===== src/rtl/rod_block_map.svh =====
// Register offsets, field positions, sizes and reset values of the rod block interlock.
`ifndef ROD_BLOCK_MAP_SVH
`define ROD_BLOCK_MAP_SVH

// Channel and rod counts.
`define SOURCE_RANGE_MONITOR_N 4
`define INTERMEDIATE_RANGE_MONITOR_N 8
`define POWER_RANGE_MONITOR_N 6
`define ROD_N 16
`define ROD_IDX_W 4
`define GANG_ID_W 4
`define NOTCH_W 6

// Register byte offsets.
`define REG_CTRL 12'h000
`define REG_STATUS 12'h004
`define REG_CAUSE 12'h008
`define REG_SELECT 12'h00c
`define REG_GANG_BASE 12'h040
`define REG_GANG_LAST 12'h07c

// Control register fields.
`define CTRL_GANG_ENABLE 0
`define CTRL_DESELECT 1
`define CTRL_RESET 32'h0000_0000

// Status register fields.
`define ST_BLOCK 0
`define ST_BLOCK_A 1
`define ST_BLOCK_B 2
`define ST_MISMATCH 3
`define ST_WITHDRAW 4
`define ST_INSERT 5
`define ST_GANG_MISALIGN 6

// Cause register fields.
`define CAUSE_W 8
`define CAUSE_SHUTDOWN 0
`define CAUSE_PATTERN 1
`define CAUSE_POSITION 2
`define CAUSE_POWER_RANGE 3
`define CAUSE_DISCHARGE 4
`define CAUSE_LOW_RANGE 5
`define CAUSE_REFUEL 6
`define CAUSE_GANG 7

`endif


===== src/rtl/rod_block_pkg.sv =====
// Types shared by the rod block interlock.
package rod_block_pkg;
  typedef enum logic [1:0] {MODE_SHUTDOWN, MODE_REFUEL, MODE_STARTUP, MODE_RUN} plant_mode_t;
  typedef enum logic {WD_IDLE, WD_MOVING} withdraw_state_t;
  typedef logic [5:0] notch_t;
endpackage


===== src/rtl/rod_block_interlock.sv =====
// Rod withdrawal interlock with two redundant block circuits, gang selection and an APB register file.
// Overview of operation
// - Shutdown mode blocks every rod withdrawal unconditionally.
// - Rod pattern violation blocks withdrawal in every mode.
// - Substitute position violation, alone or between channels, blocks in every mode.
// - Run, startup or refuel: power range upscale alarm blocks.
// - Run, startup or refuel: power range inoperative alarm blocks.
// - Run only: power range downscale or flow reference upscale blocks.
// - Run, startup or refuel: discharge volume high level blocks.
// - Startup/refuel: source detector withdrawn, count low, intermediate on low range blocks.
// - Startup/refuel: source range upscale alarm blocks.
// - Startup/refuel: source range downscale alarm blocks.
// - Startup/refuel: source range inoperative alarm blocks.
// - Startup/refuel: intermediate detector not fully inserted blocks.
// - Startup/refuel: intermediate range upscale alarm blocks.
// - Startup/refuel: intermediate downscale blocks unless that monitor is on lowest range.
// - Startup/refuel: intermediate range inoperative alarm blocks.
// - Startup/refuel: refueling platform over core blocks.
// - Refuel only: grapple loaded blocks.
// - Refuel only: bypassed discharge volume scram trip blocks.
// - Gang mode: selecting one rod selects its whole gang of one to sixteen.
// - Gang moves in notch or continuous mode like one rod, pattern blocks apply.
// - In the density/power band, gang misalignment across notches blocks gang withdrawal.
// - Two circuits each see half the monitors; discharge volume signals feed both.
// - Block when either circuit trips; permit withdrawal only when both agree.
// - A block during withdrawal stops the rod at the next notch.
`timescale 1ns/1ns
`include "rod_block_map.svh"

module rod_block_interlock (
  // Clock and reset.
  input wire logic pclk,
  input wire logic presetn,
  // APB slave.
  input wire logic psel,
  input wire logic penable,
  input wire logic pwrite,
  input wire logic [11:0] paddr,
  input wire logic [31:0] pwdata,
  output logic [31:0] prdata,
  output logic pready,
  output logic pslverr,
  // Plant mode and plant-wide conditions.
  input wire rod_block_pkg::plant_mode_t plant_mode,
  input wire logic pattern_violation,
  input wire logic substitute_position_violation,
  input wire logic substitute_position_channel_violation,
  input wire logic discharge_volume_high_level,
  input wire logic discharge_volume_trip_bypassed,
  input wire logic platform_over_core,
  input wire logic grapple_loaded,
  // Source range monitor channels.
  input wire logic [`SOURCE_RANGE_MONITOR_N-1:0] source_range_monitor_upscale,
  input wire logic [`SOURCE_RANGE_MONITOR_N-1:0] source_range_monitor_downscale,
  input wire logic [`SOURCE_RANGE_MONITOR_N-1:0] source_range_monitor_inop,
  input wire logic [`SOURCE_RANGE_MONITOR_N-1:0] source_range_monitor_not_inserted,
  input wire logic [`SOURCE_RANGE_MONITOR_N-1:0] source_range_monitor_below_permit,
  // Intermediate range monitor channels.
  input wire logic [`INTERMEDIATE_RANGE_MONITOR_N-1:0] intermediate_range_monitor_upscale,
  input wire logic [`INTERMEDIATE_RANGE_MONITOR_N-1:0] intermediate_range_monitor_downscale,
  input wire logic [`INTERMEDIATE_RANGE_MONITOR_N-1:0] intermediate_range_monitor_inop,
  input wire logic [`INTERMEDIATE_RANGE_MONITOR_N-1:0] intermediate_range_monitor_not_inserted,
  input wire logic [`INTERMEDIATE_RANGE_MONITOR_N-1:0] intermediate_range_monitor_lowest_range,
  input wire logic [`INTERMEDIATE_RANGE_MONITOR_N-1:0] intermediate_range_monitor_two_lowest,
  // Power range monitor channels.
  input wire logic [`POWER_RANGE_MONITOR_N-1:0] power_range_monitor_upscale,
  input wire logic [`POWER_RANGE_MONITOR_N-1:0] power_range_monitor_inop,
  input wire logic [`POWER_RANGE_MONITOR_N-1:0] power_range_monitor_downscale,
  input wire logic [`POWER_RANGE_MONITOR_N-1:0] power_range_monitor_flow_ref_upscale,
  // Rod selection, positions and gang band.
  input wire logic rod_select_valid,
  input wire logic [`ROD_IDX_W-1:0] rod_select_idx,
  input wire rod_block_pkg::notch_t [`ROD_N-1:0] rod_notch,
  input wire logic gang_band_active,
  // Operator motion requests and drive feedback.
  input wire logic insert_req,
  input wire logic withdraw_req,
  input wire logic cont_withdraw_req,
  input wire logic notch_reached,
  // Commands to the rod drive logic and indications.
  output logic withdraw_cmd,
  output logic insert_cmd,
  output logic [`ROD_N-1:0] rod_selected,
  output logic rod_block,
  output logic circuit_mismatch
);
  import rod_block_pkg::*;

  localparam int SRC_N = `SOURCE_RANGE_MONITOR_N;
  localparam int INT_N = `INTERMEDIATE_RANGE_MONITOR_N;
  localparam int PWR_N = `POWER_RANGE_MONITOR_N;

  // Reduces the channels that belong to one circuit: even channels to circuit 0, odd to circuit 1.
  function automatic logic half_any(input logic [15:0] vec, input int n, input int circ);
    logic r;
    r = 1'b0;
    for (int i = 0; i < 16; i++) begin
      if (i < n && (i % 2) == circ) begin
        r = r | vec[i];
      end
    end
    return r;
  endfunction

  // Matches an APB access to a register offset.
  function automatic logic hit(input logic [11:0] addr, input logic [11:0] offs);
    return addr == offs;
  endfunction

  logic [31:0] ctrl_r;
  logic [`GANG_ID_W-1:0] gang_id_r [`ROD_N];

  logic [1:0] circuit_trip;
  logic [`CAUSE_W-1:0] cause_nxt;
  logic [`CAUSE_W-1:0] cause_r;

  logic block_a_r;
  logic block_b_r;
  logic gang_misalign;
  logic gang_misalign_r;

  logic block_now;
  logic moving;
  withdraw_state_t wd_state_r;

  // Mode groups used by the block rules.

  logic mode_rsr;
  logic mode_sr;
  logic mode_run;
  logic mode_refuel;
  assign mode_rsr = plant_mode != MODE_SHUTDOWN;
  assign mode_sr = plant_mode == MODE_STARTUP || plant_mode == MODE_REFUEL;
  assign mode_run = plant_mode == MODE_RUN;
  assign mode_refuel = plant_mode == MODE_REFUEL;

  // Each circuit evaluates the plant-wide conditions and its own half of the monitors.
  for (genvar c = 0; c < 2; c++) begin : g_circuit
    logic pwr_trip;
    logic run_trip;
    logic low_trip;
    logic retract_trip;
    logic refuel_trip;
    logic wide_trip;

    // These block in every mode, shutdown included.
    assign wide_trip = plant_mode == MODE_SHUTDOWN
      || pattern_violation
      || substitute_position_violation || substitute_position_channel_violation;

    assign pwr_trip = mode_rsr && (half_any(16'(power_range_monitor_upscale), PWR_N, c)
      || half_any(16'(power_range_monitor_inop), PWR_N, c)
      || discharge_volume_high_level);
    assign run_trip = mode_run && (half_any(16'(power_range_monitor_downscale), PWR_N, c)
      || half_any(16'(power_range_monitor_flow_ref_upscale), PWR_N, c));

    // Low flux blocks apply in startup and refuel only.
    assign retract_trip = half_any(16'(source_range_monitor_not_inserted & source_range_monitor_below_permit),
      SRC_N, c) && half_any(16'(intermediate_range_monitor_two_lowest), INT_N, c);
    assign low_trip = mode_sr && (retract_trip
      || half_any(16'(source_range_monitor_upscale), SRC_N, c)
      || half_any(16'(source_range_monitor_downscale), SRC_N, c)
      || half_any(16'(source_range_monitor_inop), SRC_N, c)
      || half_any(16'(intermediate_range_monitor_not_inserted), INT_N, c)
      || half_any(16'(intermediate_range_monitor_upscale), INT_N, c)
      || half_any(16'(intermediate_range_monitor_downscale & ~intermediate_range_monitor_lowest_range),
        INT_N, c)
      || half_any(16'(intermediate_range_monitor_inop), INT_N, c)
      || platform_over_core);

    assign refuel_trip = mode_refuel && (grapple_loaded
      || discharge_volume_trip_bypassed);
    assign circuit_trip[c] = wide_trip || pwr_trip || run_trip || low_trip || refuel_trip;
  end

  // Gang misalignment: the selected rods do not all stand on the same notch.
  always_comb begin
    notch_t lo;
    notch_t hi;
    lo = '1;
    hi = '0;

    for (int i = 0; i < `ROD_N; i++) begin
      if (rod_selected[i]) begin
        if (rod_notch[i] < lo) begin
          lo = rod_notch[i];
        end
        if (rod_notch[i] > hi) begin
          hi = rod_notch[i];
        end
      end
    end

    gang_misalign = ctrl_r[`CTRL_GANG_ENABLE] && gang_band_active && (hi > lo);
  end

  // Cause bits merge both circuits.
  always_comb begin
    cause_nxt = '0;
    cause_nxt[`CAUSE_SHUTDOWN] = plant_mode == MODE_SHUTDOWN;
    cause_nxt[`CAUSE_PATTERN] = pattern_violation;
    cause_nxt[`CAUSE_POSITION] = substitute_position_violation || substitute_position_channel_violation;
    cause_nxt[`CAUSE_POWER_RANGE] = (mode_rsr && (|power_range_monitor_upscale || |power_range_monitor_inop))
      || (mode_run && (|power_range_monitor_downscale || |power_range_monitor_flow_ref_upscale));
    cause_nxt[`CAUSE_DISCHARGE] = mode_rsr && discharge_volume_high_level;
    cause_nxt[`CAUSE_LOW_RANGE] = mode_sr && (g_circuit[0].low_trip || g_circuit[1].low_trip);
    cause_nxt[`CAUSE_REFUEL] = mode_refuel && (grapple_loaded || discharge_volume_trip_bypassed);
    cause_nxt[`CAUSE_GANG] = gang_misalign;
  end

  // Registered circuit outputs; the combined block is what gates withdrawal.
  always_ff @(posedge pclk or negedge presetn) begin
    if (!presetn) begin
      block_a_r <= 1'b1;
      block_b_r <= 1'b1;
      gang_misalign_r <= 1'b0;
      cause_r <= '0;
    end else begin
      block_a_r <= circuit_trip[0];
      block_b_r <= circuit_trip[1];
      gang_misalign_r <= gang_misalign;
      cause_r <= cause_nxt;
    end
  end

  // Blocks are held from reset until both circuits have reported, so nothing moves on stale state.
  assign block_now = block_a_r || block_b_r || (block_a_r != block_b_r) || gang_misalign_r;

  always_ff @(posedge pclk or negedge presetn) begin
    if (!presetn) begin
      rod_block <= 1'b1;
      circuit_mismatch <= 1'b0;
    end else begin
      rod_block <= circuit_trip[0] || circuit_trip[1] || gang_misalign;
      circuit_mismatch <= circuit_trip[0] != circuit_trip[1];
    end
  end

  assign moving = wd_state_r == WD_MOVING || insert_cmd;

  // Withdraw sequencing: a started notch always completes, so a block stops the rod at the next notch.
  always_ff @(posedge pclk or negedge presetn) begin
    if (!presetn) begin
      wd_state_r <= WD_IDLE;
      withdraw_cmd <= 1'b0;
    end else begin
      case (wd_state_r)
        WD_IDLE: begin
          if (withdraw_req && !insert_req && !block_now && |rod_selected) begin
            wd_state_r <= WD_MOVING;
            withdraw_cmd <= 1'b1;
          end
        end
        WD_MOVING: begin
          // Both buttons held re-arm the next notch unless blocked.
          if (notch_reached) begin
            if (withdraw_req && cont_withdraw_req && !block_now) begin
              wd_state_r <= WD_MOVING;
            end else begin
              wd_state_r <= WD_IDLE;
              withdraw_cmd <= 1'b0;
            end
          end
        end
        default: begin
          wd_state_r <= WD_IDLE;
          withdraw_cmd <= 1'b0;
        end
      endcase
    end
  end

  // Insert passes through the interlock untouched; it needs a selected rod and a running withdraw holds it off.
  always_ff @(posedge pclk or negedge presetn) begin
    if (!presetn) begin
      insert_cmd <= 1'b0;
    end else begin
      insert_cmd <= insert_req && wd_state_r == WD_IDLE && |rod_selected;
    end
  end

  // Rod and gang selection; it is frozen while any rod is moving.
  // A deselect therefore waits for the moving rod.
  always_ff @(posedge pclk or negedge presetn) begin
    if (!presetn) begin
      rod_selected <= '0;
    end else if (!moving) begin
      if (rod_select_valid) begin
        for (int i = 0; i < `ROD_N; i++) begin
          if (ctrl_r[`CTRL_GANG_ENABLE]) begin
            rod_selected[i] <= gang_id_r[i] == gang_id_r[rod_select_idx];
          end else begin
            rod_selected[i] <= i == int'(rod_select_idx);
          end
        end
      end else if (ctrl_r[`CTRL_DESELECT]) begin
        rod_selected <= '0;
      end
    end
  end

  // APB slave: one wait-free access phase, pready raised for the access cycle only.
  logic setup;
  logic access;
  logic mapped;
  logic gang_hit;
  logic [`ROD_IDX_W-1:0] gang_idx;

  assign setup = psel && !penable;
  assign access = psel && penable && pready;
  assign gang_hit = paddr >= `REG_GANG_BASE && paddr <= `REG_GANG_LAST && paddr[1:0] == 2'b00;
  assign gang_idx = paddr[`ROD_IDX_W+1:2];
  assign mapped = hit(paddr, `REG_CTRL) || hit(paddr, `REG_STATUS) || hit(paddr, `REG_CAUSE)
    || hit(paddr, `REG_SELECT) || gang_hit;

  always_ff @(posedge pclk or negedge presetn) begin
    if (!presetn) begin
      pready <= 1'b0;
      pslverr <= 1'b0;
      prdata <= 32'h0000_0000;
    end else begin
      pready <= setup;
      pslverr <= setup && !mapped;

      // Read data is taken at the setup edge and stands through the access cycle.
      if (setup && !pwrite) begin
        prdata <= 32'h0000_0000;
        if (hit(paddr, `REG_CTRL)) begin
          prdata <= ctrl_r;
        end else if (hit(paddr, `REG_STATUS)) begin
          prdata[`ST_BLOCK] <= rod_block;
          prdata[`ST_BLOCK_A] <= block_a_r;
          prdata[`ST_BLOCK_B] <= block_b_r;
          prdata[`ST_MISMATCH] <= circuit_mismatch;
          prdata[`ST_WITHDRAW] <= withdraw_cmd;
          prdata[`ST_INSERT] <= insert_cmd;
          prdata[`ST_GANG_MISALIGN] <= gang_misalign_r;
        end else if (hit(paddr, `REG_CAUSE)) begin
          prdata[`CAUSE_W-1:0] <= cause_r;
        end else if (hit(paddr, `REG_SELECT)) begin
          prdata[`ROD_N-1:0] <= rod_selected;
        end else if (gang_hit) begin
          prdata[`GANG_ID_W-1:0] <= gang_id_r[gang_idx];
        end
      end else if (access) begin
        prdata <= 32'h0000_0000;
      end
    end
  end

  // Control register; deselect is a self-clearing request bit.
  always_ff @(posedge pclk or negedge presetn) begin
    if (!presetn) begin
      ctrl_r <= `CTRL_RESET;
    end else if (access && pwrite && hit(paddr, `REG_CTRL)) begin
      ctrl_r <= {30'h0000_0000, pwdata[`CTRL_DESELECT], pwdata[`CTRL_GANG_ENABLE]};
    end else begin
      ctrl_r[`CTRL_DESELECT] <= ctrl_r[`CTRL_DESELECT] && moving;
    end
  end

  // Gang membership table: each rod is placed in a gang by number.
  always_ff @(posedge pclk or negedge presetn) begin
    if (!presetn) begin
      for (int i = 0; i < `ROD_N; i++) begin
        gang_id_r[i] <= `GANG_ID_W'(i);
      end
    end else if (access && pwrite && gang_hit) begin
      gang_id_r[gang_idx] <= pwdata[`GANG_ID_W-1:0];
    end
  end
endmodule


===== config.mk =====
export PLATFORM = sky130hd
export DESIGN_NAME = rod_block_interlock
export DESIGN_NICKNAME = d
export VERILOG_FILES = /design/src/rtl/rod_block_pkg.sv /design/src/rtl/rod_block_interlock.sv
export VERILOG_INCLUDE_DIRS = /design/src /design/src/rtl
export SDC_FILE = /design/constraint.sdc
export NUM_CORES = 1
export LEC_CHECK = 0
export ABC_CLOCK_PERIOD_IN_PS = 52900
export CAP_MARGIN = 20
export CORE_ASPECT_RATIO = 0.6
export CORE_MARGIN = 3
export CORE_UTILIZATION = 31
export CTS_BUF_LIST = sky130_fd_sc_hd__clkbuf_4
export DETAILED_ROUTE_END_ITERATION = 10
export DONT_BUFFER_PORTS = 1
export GPL_ROUTABILITY_DRIVEN = 0
export GPL_TIMING_DRIVEN = 0
export HOLD_SLACK_MARGIN = 0.1
export PLACE_DENSITY = 0.53
export SKIP_LAST_GASP = 1
export SYNTH_ARGS = -nofsm -noshare
export SYNTH_HDL_FRONTEND = slang
export SYNTH_SLANG_ARGS = --single-unit
export TNS_END_PERCENT = 1

===== constraint.sdc =====
create_clock -name pclk -period 52.9 [get_ports pclk]
set_input_delay 10.58 -clock pclk [delete_from_list [all_inputs] [get_ports pclk]]
set_output_delay 10.58 -clock pclk [all_outputs]
set_load 0.02 [all_outputs]

-- Word-level counts from Yosys, hierarchy flattened
Index checks and enable logic that the tools add are counted.
- reduce and logical (&&, ||, !) cells: 103
- magnitude comparators: 38
- eq/ne operators: 42
- bitwise gates (word level): 61
- $mul: 0
- divide/modulo/power cells: 0
- shift operators: 0
- muxes and demuxes: 110
- $add $sub $neg: 0
- operators by type and width (kind ; count):
    6-bit two-way mux ; 64
    6-bit > comparator ; 16
    6-bit less-than comparator ; 15
    64-bit bitwise mux ; 1
    4-bit equality test ; 16
    32-bit two-way mux ; 2
    1-bit OR ; 54
    1-bit logical OR ; 50
    16-bit two-way mux ; 3
    1-bit logical AND ; 34
    4-bit binary-select mux with 4-bit select ; 2
    4-bit equality test (first input constant) ; 8
    4-bit two-way mux ; 7
    12-bit by 4-bit equality test with 1-bit output (second input constant) ; 2
    6-bit OR reduction ; 4
    1-bit two-way mux ; 23
    4-bit demux with 4-bit select ; 1
    3-bit by 4-bit equality test with 1-bit output (first input constant) ; 4
    8-bit two-way mux ; 2
    16-bit OR reduction ; 1
    12-bit by 3-bit equality test with 1-bit output (second input constant) ; 1
    12-bit by 7-bit >= comparator with 1-bit output (second input constant) ; 1
    12-bit by 7-bit <= comparator with 1-bit output (second input constant) ; 1
    12-bit logical NOT ; 1
    other kinds (25) ; 41
- output and inout port bits: 54
- logic and storage cells: 385
- bits in latches: 0
- bits of input ports: 256
- memory bits (writable): 0
- memories: 0
- register bits after elaboration: 132
- bits in read-only memories: 0

-- Longest topological paths before layout
Gate-level depths: netlist of run 1.
- depth in word-level cells: 51
- depth in mapped cells: 148
- gate-level depth less buffers: 141

-- Worst setup path before layout of run 1
Ideal clock, no wire load.
- path type: input port to flip-flop
- from: in rod_notch[1] (netlist name)
- to: reg rod_block
- path slack: 18.123 ns
- required time: 52.820 ns
- cell stages on the path: 139
- library setup time: 0.080 ns
- arrival time: 34.697 ns
- buffers on the path: 8
- cell sequence: nor2b_1 ha_1 o21a_1 o21a_1 o21a_1 o21a_1 o21a_1 or2_2 clkbuf_1 a21oi_1 inv_1 ha_1 o31ai_1 a21boi_0 o21ai_0 a21boi_0 o21ai_0 nand3_1 [103 not listed] a21oi_1 nand2b_1 and2_1 ha_1 and3_1 nand2_1 nand4b_1 nor3_1 a21oi_1 clkbuf_1 nor2_1 a31o_2 ha_1 a21o_1 a21o_1 a221oi_1 a311oi_1 nand2b_1
- word-level cells in the longest chain between the ends: 51
- elaborated cells on any way between the ends: 99
- those cells by class: order compare (33); mux (64); reduce/logical (2)
- RTL lines (what ; RTL line ; RTL):
    start: declaration ; rod_block_interlock.sv:73 ; input wire rod_block_pkg::notch_t [`ROD_N-1:0] rod_notch,
    6-bit by 1-bit > comparator with 1-bit output or 6-bit less-than comparator (tied branches) ; rod_block_interlock.sv:188, rod_block_interlock.sv:185 ;
    6-bit two-way mux (on tied branches) ; rod_block_interlock.sv:188, rod_block_interlock.sv:185 ;
    6-bit two-way mux ; rod_block_interlock.sv:184 ; if (rod_selected[i]) begin
    6-bit > comparator or 6-bit less-than comparator (tied branches) ; rod_block_interlock.sv:188, rod_block_interlock.sv:185 ;
    6-bit two-way mux (on tied branches) ; rod_block_interlock.sv:188, rod_block_interlock.sv:185 ;
    6-bit two-way mux ; rod_block_interlock.sv:184 ;
    6-bit > comparator or 6-bit less-than comparator (tied branches) ; rod_block_interlock.sv:188, rod_block_interlock.sv:185 ;
    6-bit two-way mux (on tied branches) ; rod_block_interlock.sv:188, rod_block_interlock.sv:185 ;
    [36 not listed] ; -- ;
    6-bit two-way mux ; rod_block_interlock.sv:184 ;
    6-bit > comparator or 6-bit less-than comparator (tied branches) ; rod_block_interlock.sv:188, rod_block_interlock.sv:185 ;
    6-bit two-way mux (on tied branches) ; rod_block_interlock.sv:188, rod_block_interlock.sv:185 ;
    6-bit two-way mux ; rod_block_interlock.sv:184 ;
    6-bit > comparator (*) ; rod_block_interlock.sv:194 ; gang_misalign = ctrl_r[`CTRL_GANG_ENABLE] && gang_band_active && (hi > lo);
    1-bit logical AND (*) ; rod_block_interlock.sv:194 ;
    via cause_nxt[7] ; rod_block_interlock.sv:114 ; logic [`CAUSE_W-1:0] cause_nxt;
    1-bit logical OR (*) ; rod_block_interlock.sv:234 ; rod_block <= circuit_trip[0] || circuit_trip[1] || gang_misalign;
    end signal: assignment ; rod_block_interlock.sv:234 ;
    end: declaration ; rod_block_interlock.sv:84 ; output logic rod_block,
Mark *: on every way through the listed nets, which the timed path passes. The rest lies on a longest branch.
A chain may end at the register's enable or synchronous reset.

-- Final worst setup path of run 1
- from: in rod_notch[3] (netlist name)
- to: reg rod_block
Same word-level chain as after synthesis.

==> metrics, run 1 <==
Critical R2R Capture=rod_block$_DFF_PN1_; R2R Setup Slk=about 23000 ps; nets@finish=between 2000 and 2500; first-pass iteration count of the detailed router=5; final core utilization=0.344; total gr overflow=0; I/O pin count=just over 300; async set or reset register ratio after synthesis=1.00; DIE HEIGHT=roughly 180 um; Hold Startpoint=gang_id_r[25]$_DFFE_PN0P_; peak fanout along the critical path=10; Via-to-Cell Ratio=just under 6; layout cells sized above 1=0.152; CP dominant cell by count=ha_1; max-cap viol count=0; Post-CTS Hold Buffers=0; slowest stage cell, crit path=mux2i_1; Fmax=between 0.02 and 0.03 GHz; critical path type=in -> reg; max-slew violations=0; Clock Path Buffers=2; Rows=around 60; Residual DRC=0; ratio of total power to cell area=approximately 25 mW/mm2; R2R Path Start=rod_selected[0]$_DFFE_PN0P_; number of distinct library cells after synthesis=98; vias in the first global route=between 10000 and 15000; RSZ-0062 raised after global routing=false; delay-heaviest family, CP=compound AO/OA/AOI/OAI gates; P_leak=about 7.4 nW; Die W=about 290 um; status=finished, final reports clean; vias after detailed routing=between 10000 and 15000; final setup vio count=0; Worst EP arrival=39010 ps; Layout fillers=around 4900; CP peak stage delay=about 760 ps; area grow syn2layout=7.63%; setup_tns=0 ps; most common cell after layout, fill and taps aside=inv_1; CTS root buffer=clkbuf_4; die area=roughly 0.05 mm2; Hold EP=gang_id_r[25]$_DFFE_PN0P_; placed instance count=around 2400; CORE AREA=approximately 0.047 mm2; Final Skew=about 25 ps; Avg Cell Area, Syn=approximately 8.5 um2; main flop type after synthesis=dfrtp_1; worst-margin pin slew=between 900 and 1000 ps; CP endpoint kind=flop; WL final=~57000 um; startpoint types=input pin; CTS tree=done; Hold Crit Class=reg -> reg; fin crit share=0.728; maximum vdd drop=0.0000118 V; Final ANT Viol Nets=0; Reg clk slew, reported paths=~110 ps; Buffers on Ports=0; fin crit period=about 39000 ps; CP Buf/Inv Count=15; WL per Instance=between 20 and 25 um; final std cells w/o fill=between 2000 and 2500; WHS Path Cells=1; Skew-Pair Late Insertion Delay=~550 ps; Synth Instances=between 1500 and 2000; initial antenna violation count=7; TritonCTS Sinks=roughly 120; Post-synth EDFFs=0; Total GRT Usage=0.213; pin count of the biggest net entering global routing=116; Ys Warns=0; Final Hold Viols=0; Post-Syn Area=about 0.015 mm2; post-CTS setup buffers=0; Clock H-tree levels=4; starting density of the core=0.320; Reg2Reg Depth=roughly 120; Rel. slew slack=0.328; first-pass GRT wire length=85000 um; CP required=approximately 53000 ps; most frequent cells in the layout=148 x inv_1, 138 x ha_1, 125 x nand2_1, 117 x nor2_1, 106 x a21oi_1; Inserted Clock Buffers=17; post-CTS resize count=0; Synth Register Bits=~120; Post-DP HPWL=~47000 um; register area share after synthesis=0.194; 1st-iter DRT viols=1343
worst register-to-register path: cells and delay by family (launching register included):
kind	cells	cell delay (ps)
buffers and inverters	16	2350
XOR/XNOR	1	210
multiplexers	10	3080
flip-flops	1	600
AO/OA/AOI/OAI	47	11270
AND/OR/NAND/NOR	35	7650
adder cells (fa/ha/maj)	15	4560
metal layers:
metal	vias up	GRT usage	wire length, um
met5	-	0	0
met4	0	0.0470	1050
met3	66	0.0582	5460
met2	643	0.327	24500
met1	7040	0.298	25600
li1	6637	-	-
metrics by stage:
step                      worst slack (ps)  hold slack (ps)  instance area, um2  total power (W)
after global routing                 12050              614               16200         0.000450
final                                14370              593               16200         0.000412
after global placement               14060              559               15900         0.000335
after CTS                            14640              593               16200         0.000410
after detailed placement             14170              569               16000         0.000343
after floorplan                      18120              501               15100         0.000282
worst max path at each step:
| stage | end | start | cells past startpoint | slack [ps] |
|---|---|---|---|---|
| final | rod_block$_DFF_PN1_ | rod_notch[3] | 123 | 14370 |
| after global routing | rod_block$_DFF_PN1_ | rod_notch[3] | 127 | 12050 |
| after CTS | rod_block$_DFF_PN1_ | rod_notch[3] | 128 | 14640 |
| after detailed placement | rod_block$_DFF_PN1_ | rod_notch[3] | 128 | 14170 |
| after global placement | rod_block$_DFF_PN1_ | rod_notch[1] | 137 | 14060 |
| after floorplan | rod_block$_DFF_PN1_ | rod_notch[1] | 139 | 18120 |
cells by family (layout without fill, tap and decap cells):
| group | count (synthesis) | after routing | synth area share |
|---|---|---|---|
| AOI/OAI and AO/OA | 470 | 470 | 0.216 |
| xor gates and xnor gates | 100 | 100 | 0.0585 |
| adders and majority gates | 149 | 149 | 0.122 |
| buffers and inverters | 240 | 274 | 0.0670 |
| DFF | 115 | 115 | 0.194 |
| muxes | 189 | 189 | 0.168 |
| other | 1 | 23 | 0.000248 |
| and+or+nand+nor | 517 | 517 | 0.175 |
sequential cells by signal, summed over array words and instances (netlist names), 2 cells and up:
| register | flops |
|---|---|
| cause_r | 8 |
| ctrl_r | 2 |
| gang_id_r | 64 |
| prdata | 16 |
| rod_selected | 16 |
cell usage after synthesis (12+ instances only):
cell type | number | area share
ha_1 | 138 | 0.11
nand2_1 | 125 | 0.031
buf_4 | 19 | 0.0095
xnor2_1 | 32 | 0.019
a31oi_1 | 14 | 0.0058
dfrtp_1 | 80 | 0.13
a21o_1 | 17 | 0.0085
inv_1 | 148 | 0.037
nand3_1 | 29 | 0.0096
mux4_2 | 40 | 0.060
a21oi_1 | 106 | 0.035
dfstp_2 | 35 | 0.061
nand2b_1 | 33 | 0.014
mux2i_1 | 48 | 0.032
nor2_1 | 117 | 0.029
or3_1 | 12 | 0.0050
o31ai_1 | 12 | 0.0060
or2_2 | 12 | 0.0050
nor2b_1 | 24 | 0.0099
mux2_2 | 95 | 0.071
clkbuf_1 | 60 | 0.015
nor4_1 | 47 | 0.019
o211ai_1 | 25 | 0.012
o21ai_0 | 96 | 0.032
o21a_1 | 37 | 0.018
a22o_1 | 17 | 0.0099
xor2_1 | 67 | 0.039
nor3_1 | 28 | 0.0093
and2_1 | 23 | 0.0095
power breakdown:
part	switching (W)	internal (W)	total [W]
clock	0.0000360	0.0000289	0.0000648
combinational	0.000147	0.000105	0.000252
sequential	0.00000640	0.0000895	0.0000959
total	0.000189	0.000223	0.000412
final cells by class:
| cell class | count | area (um2) | area share |
|---|---|---|---|
| multi-input cells | 1441 | 11200 | 0.691 |
| flip-flops and latches | 115 | 2920 | 0.180 |
| well taps | 630 | 788 | 0.0485 |
| inverters | 148 | 556 | 0.0342 |
| plain buffers | 92 | 455 | 0.0280 |
| clock buffers | 20 | 150 | 0.00924 |
| clock inverters | 12 | 116 | 0.00716 |
| diodes | 7 | 17.5 | 0.00108 |
| repair buffers | 2 | 15.0 | 0.000924 |
Power figures use the tool's default switching activity.
==> run 2, diff against run 1 <==
Settings changed: ABC_CLOCK_PERIOD_IN_PS 52900 to 31100, PLACE_DENSITY 0.53 to 0.54.
Clock period 52.9 ns to 31.1 ns, I/O delays scaled along.
==> run 2 against run 1 <==
Compared with the run above:
- via count up 5.0%
- sequential power up 69%
- sequential share of layout area decreased by 1.9 points
- cell area increased by 12%
- utilization increased by 4.1 points
- critical path type unchanged
- largest cell class unchanged
==> metrics, run 2 (same netlist as run 1, synthesis figures left out) <==
Die W=about 290 um; peak fanout along the critical path=10; area grow syn2layout=20.4%; CP required=roughly 32000 ps; Worst Setup SP=rod_notch[5]; final core utilization=0.385; status=finished, final reports clean; die area=around 0.051 mm2; layout cells sized above 1=0.269; overall power=between 0.0008 and 0.0009 W; TritonCTS Sinks=between 100 and 150; Biggest register=gang_id_r; worst-margin pin slew=slightly above 1000 ps; final setup vio count=0; vias after detailed routing=around 15000; R2R Path Start=rod_selected[0]$_DFFE_PN0P_; Final Hold Viols=0; most common cell after layout, fill and taps aside=inv_1; Skew-Pair Late Insertion Delay=540 ps; CP peak stage delay=540 ps; 1st-iter DRT viols=1478; Final Skew=between 20 and 30 ps; Residual DRC=0; Total GRT Usage=0.215; most frequent cells in the layout=141 x inv_1, 124 x ha_1, 117 x nand2_1, 112 x buf_4, 110 x nor2_1; max-cap viol count=0; Via-to-Cell Ratio=about 5.9; pin count of the biggest net entering global routing=~120; nets@finish=around 2300; first-pass iteration count of the detailed router=6; ratio of total power to cell area=between 40 and 50 mW/mm2; fin crit period=about 30000 ps; Hold Startpoint=cause_r[4]$_DFF_PN0_; Post-DP Area=approximately 0.016 mm2; first-pass GRT wire length=between 80000 and 90000 um; Final ANT Viol Nets=0; Fmax=roughly 0.033 GHz; WHS=588 ps; slowest stage cell, crit path=or4b_4; total gr overflow=0; P_leak=around 8.1 nW; Hold Crit Class=reg -> reg; startpoint types=input pin; Rows=61; Inserted Clock Buffers=17; Buffers on Ports=0; Reg clk slew, reported paths=110 ps; CORE AREA=approximately 0.047 mm2; Clock Path Buffers=2; setup_tns=0 ps; starting density of the core=0.320; critical path type=in -> reg; DIE HEIGHT=between 150 and 200 um; CTS root buffer=clkbuf_4; Post-CTS Hold Buffers=0; CP endpoint kind=flop; Largest register FFs=64; CTS tree=done; WL per Instance=23.1 um; Rel. slew slack=0.311; fin crit share=0.978; initial antenna violation count=12; final instance area=roughly 0.018 mm2; Worst EP arrival=roughly 31000 ps; maximum vdd drop=between 0.00002 and 0.000025 V; Clock H-tree levels=4; vias in the first global route=roughly 14000; Post-DP HPWL=~47000 um; Top Registers=gang_id_r x64, prdata x16, rod_selected x16; WL final=~59000 um; CP dominant cell by count=ha_1; max-slew violations=0; I/O pin count=just over 300
run 2: cell count changes in the layout (fill, tap and decap cells not counted), moves of 12 or more:
| cell | previous run | this run |
|---|---|---|
| a21oi_1 | 106 | 90 |
| a21oi_2 | 1 | 15 |
| buf_4 | 19 | 112 |
| ha_1 | 138 | 124 |
| ha_4 | 0 | 12 |
| mux2i_1 | 48 | 36 |
| o21ai_0 | 96 | 66 |
| o21ai_2 | 1 | 16 |
run 2: what timing repair did:
action	4_1_cts	5_1_grt
buffers inserted	23	72
gates resized for setup	71	189
gates cloned	0	1
setup endpoints to repair	2	2
pin swaps	15	85
run 2: area by class of cell:
type	count	area [um2]
repair buffers	96	749
inverters	148	561
diodes	7	17.5
flip-flops and latches	115	2920
clock inverters	13	213
clock buffers	19	143
plain buffers	89	473
well taps	630	788
multi-input cells	1442	12300
fillers	4749	29000
run 2: per-layer routing:
metal | global-route usage | share of wire | vias up
li1 | - | - | 6842
met1 | 0.297 | 0.44 | 7397
met2 | 0.329 | 0.43 | 743
met3 | 0.0623 | 0.099 | 114
met4 | 0.0532 | 0.029 | 6
met5 | 0 | 0.00071 | -
run 2: path summary, 6_finish.rpt:
check | slack (ps) | cells after the start | end
worst min-delay path | 590 | 2 | prdata[4]$_DFFE_PN0P_
max in group asynchronous | 25500 | 0 | gang_id_r[56]$_DFFE_PN1P_
worst max-delay path | 680 | 133 | rod_block$_DFF_PN1_
worst min register to register | 590 | 2 | prdata[4]$_DFFE_PN0P_
min in group asynchronous | 5360 | 0 | gang_id_r[28]$_DFFE_PN0P_
worst max register to register | 5020 | 134 | rod_block$_DFF_PN1_
run 2: critical path: cells and delay by family:
family | cells | cell delay, ps
muxes | 10 | 2510
buffers and inverters | 22 | 2320
and+or+nand+nor | 36 | 6540
AOI/OAI and AO/OA | 50 | 9110
adders and majority gates | 15 | 4140
run 2: where the power goes:
| group | leakage, nW | switching [W] | internal (W) | total (W) |
|---|---|---|---|---|
| clock network | 0.186 | 0.0000598 | 0.0000804 | 0.000140 |
| logic | 6.47 | 0.000300 | 0.000239 | 0.000539 |
| registers | 1.45 | 0.0000101 | 0.000152 | 0.000162 |
run 2: stage by stage:
stage	worst slack [ps]	cells
floorplan	683	1796
global placement	-3370	2426
detailed placement	-3200	2427
CTS	0.0888	2481
global route	-387	2559
finish	685	2559
==> run 3, diff against run 2 <==
Settings changed: CORE_MARGIN 3 to 10, CTS_BUF_LIST sky130_fd_sc_hd__clkbuf_4 to sky130_fd_sc_hd__clkbuf_2 sky130_fd_sc_hd__clkbuf_4 sky130_fd_sc_hd__clkbuf_8.
==> run 3 against run 2 <==
Compared with the run above:
- sequential share of layout area about the same
- utilization fell by 0.56 points
- clock power is essentially flat
- clock skew fell by 3.0 ps
- first-iteration DRC count decreased by 9.2%
==> metrics, run 3 (same netlist as run 1, synthesis figures left out) <==
initial antenna violation count=3; CP peak stage delay=530 ps; total gr overflow=0; Buffers on Ports=0; vias after detailed routing=14976; nets@finish=2307; first-pass GRT wire length=roughly 90000 um; Post-CTS Hold Buffers=0; Reg clk slew, reported paths=80 ps; Worst EP arrival=30890 ps; critical path type=in -> reg; Via-to-Cell Ratio=between 5 and 6; crit path to=rod_block$_DFF_PN1_; final core utilization=0.380; Largest register FFs=between 60 and 70; final std cells w/o fill=about 2600; Worst Setup SP=rod_notch[2]; Final ANT Viol Nets=0; status=finished, final reports clean; Hold Crit Class=reg -> reg; Rows=a little over 60; WL final=a little over 60000 um; Fmax=~0.033 GHz; startpoint types=input pin; vias in the first global route=~15000; Final Skew=around 23 ps; CP endpoint kind=flop; Post-DP HPWL=between 40000 and 50000 um; CORE AREA=0.0479 mm2; Post-DP Area=about 0.016 mm2; Residual DRC=0; final instance area=roughly 0.018 mm2; 1st-iter DRT viols=approximately 1300; Die W=between 300 and 400 um; die area=roughly 0.058 mm2; max-cap viol count=0; placed instance count=2439; starting density of the core=0.315; Top Registers=gang_id_r x64, prdata x16, rod_selected x16; R2R Path Start=rod_selected[0]$_DFFE_PN0P_; setup_tns=0 ps; CTS tree=done; slowest stage cell, crit path=or4b_4; max-slew violations=0; final setup vio count=0; Final WS setup=592 ps; P_leak=around 8.2 nW; TritonCTS Sinks=about 120; Rel. slew slack=0.340; WL per Instance=between 20 and 25 um; CP required=roughly 31000 ps; Clock Path Buffers=2; Biggest register=gang_id_r; Layout fillers=~4800; Skew-Pair Late Insertion Delay=460 ps; CTS root buffer=clkbuf_8; area grow syn2layout=20.6%; fin crit share=0.981; DIE HEIGHT=~190 um; Clock H-tree levels=4; pin count of the biggest net entering global routing=~120; fin crit period=between 30000 and 40000 ps; CP dominant cell by count=ha_1; ratio of total power to cell area=around 46 mW/mm2; Total GRT Usage=0.197; first-pass iteration count of the detailed router=7; DP Worst Slack=-3380 ps; Inserted Clock Buffers=17; maximum vdd drop=around 0.000025 V; Final Hold Viols=0; worst-margin pin slew=985 ps; most frequent cells in the layout=142 x inv_1, 125 x ha_1, 118 x nand2_1, 115 x buf_4, 109 x nor2_1; peak fanout along the critical path=8; R2R Setup Slk=a little over 5000 ps; layout cells sized above 1=0.275; Reg2Reg Depth=between 100 and 150; Critical R2R Capture=rod_block$_DFF_PN1_; I/O pin count=310; most common cell after layout, fill and taps aside=inv_1
-- run 3: cell types whose count changed in the layout (fill, tap and decap cells not counted), moves of 3 or more --
cell       change
diode_2        -6
clkbuf_8      +18
inv_6          +5
clkbuf_4      -15
nor2_2         +3
buf_4          +3
mux2_2         -3
a21oi_1        -4
clkinv_1       -4
mux2_4         +3
bufinv_16      -5
-- run 3: power breakdown --
group	internal [W]	total, W	switching [W]
Sequential	0.000152	0.000163	0.0000110
Clock	0.0000662	0.000138	0.0000721
Combinational	0.000239	0.000541	0.000302
-- run 3: how the worst min path moves through the flow --
stage | start | endpoint | depth (start not counted)
2_1_floorplan | wd_state_r$_DFF_PN0_ | wd_state_r$_DFF_PN0_ | 2
3_3_place_gp | wd_state_r$_DFF_PN0_ | wd_state_r$_DFF_PN0_ | 2
3_5_place_dp | gang_id_r[35]$_DFFE_PN0P_ | gang_id_r[35]$_DFFE_PN0P_ | 1
4_1_cts | cause_r[6]$_DFF_PN0_ | prdata[6]$_DFFE_PN0P_ | 2
5_1_grt | gang_id_r[39]$_DFFE_PN0P_ | gang_id_r[39]$_DFFE_PN0P_ | 1
6_report | wd_state_r$_DFF_PN0_ | wd_state_r$_DFF_PN0_ | 2
-- run 3: worst max-delay path, delay by kind of cell --
kind,cells,cell delay [ps]
AO/OA/AOI/OAI,50,9340
AND/OR/NAND/NOR,35,6480
adder cells (fa/ha/maj),15,3760
multiplexers,10,2820
buffers and inverters,19,2040
XOR/XNOR,1,150
-- run 3: metal layers --
metal | global-route usage | vias up | routed length (um)
li1 | - | 6836 | -
met1 | 0.274 | 7372 | 28000
met2 | 0.304 | 695 | 27200
met3 | 0.0536 | 71 | 5730
met4 | 0.0320 | 2 | 841
met5 | 0 | - | 13
-- run 3: timing repair --
item / in CTS / in global routing
setup endpoints to repair: 2 / 2
gates resized for setup: 99 / 162
buffers inserted: 35 / 62
pin swaps: 25 / 81
-- run 3: final cells by class --
type                            count  area, um2  area share
Multi-Input combinational cell   1441      12300       0.676
Sequential cell                   115       2920       0.161
Tap cell                          640        801      0.0440
Timing Repair Buffer              100        768      0.0422
Inverter                          148        558      0.0307
Buffer                             90        475      0.0261
Clock buffer                       18        248      0.0136
Clock inverter                     14        129     0.00708
Antenna cell                        1       2.50    0.000137
-- run 3: metrics by stage --
| stage | power, W | hold slack (ps) |
|---|---|---|
| 5_1_grt | 0.000905 | 611 |
| 2_1_floorplan | 0.000480 | 501 |
| 3_3_place_gp | 0.000571 | 550 |
| 3_5_place_dp | 0.000588 | 565 |
| 6_report | 0.000843 | 582 |
| 4_1_cts | 0.000767 | 588 |
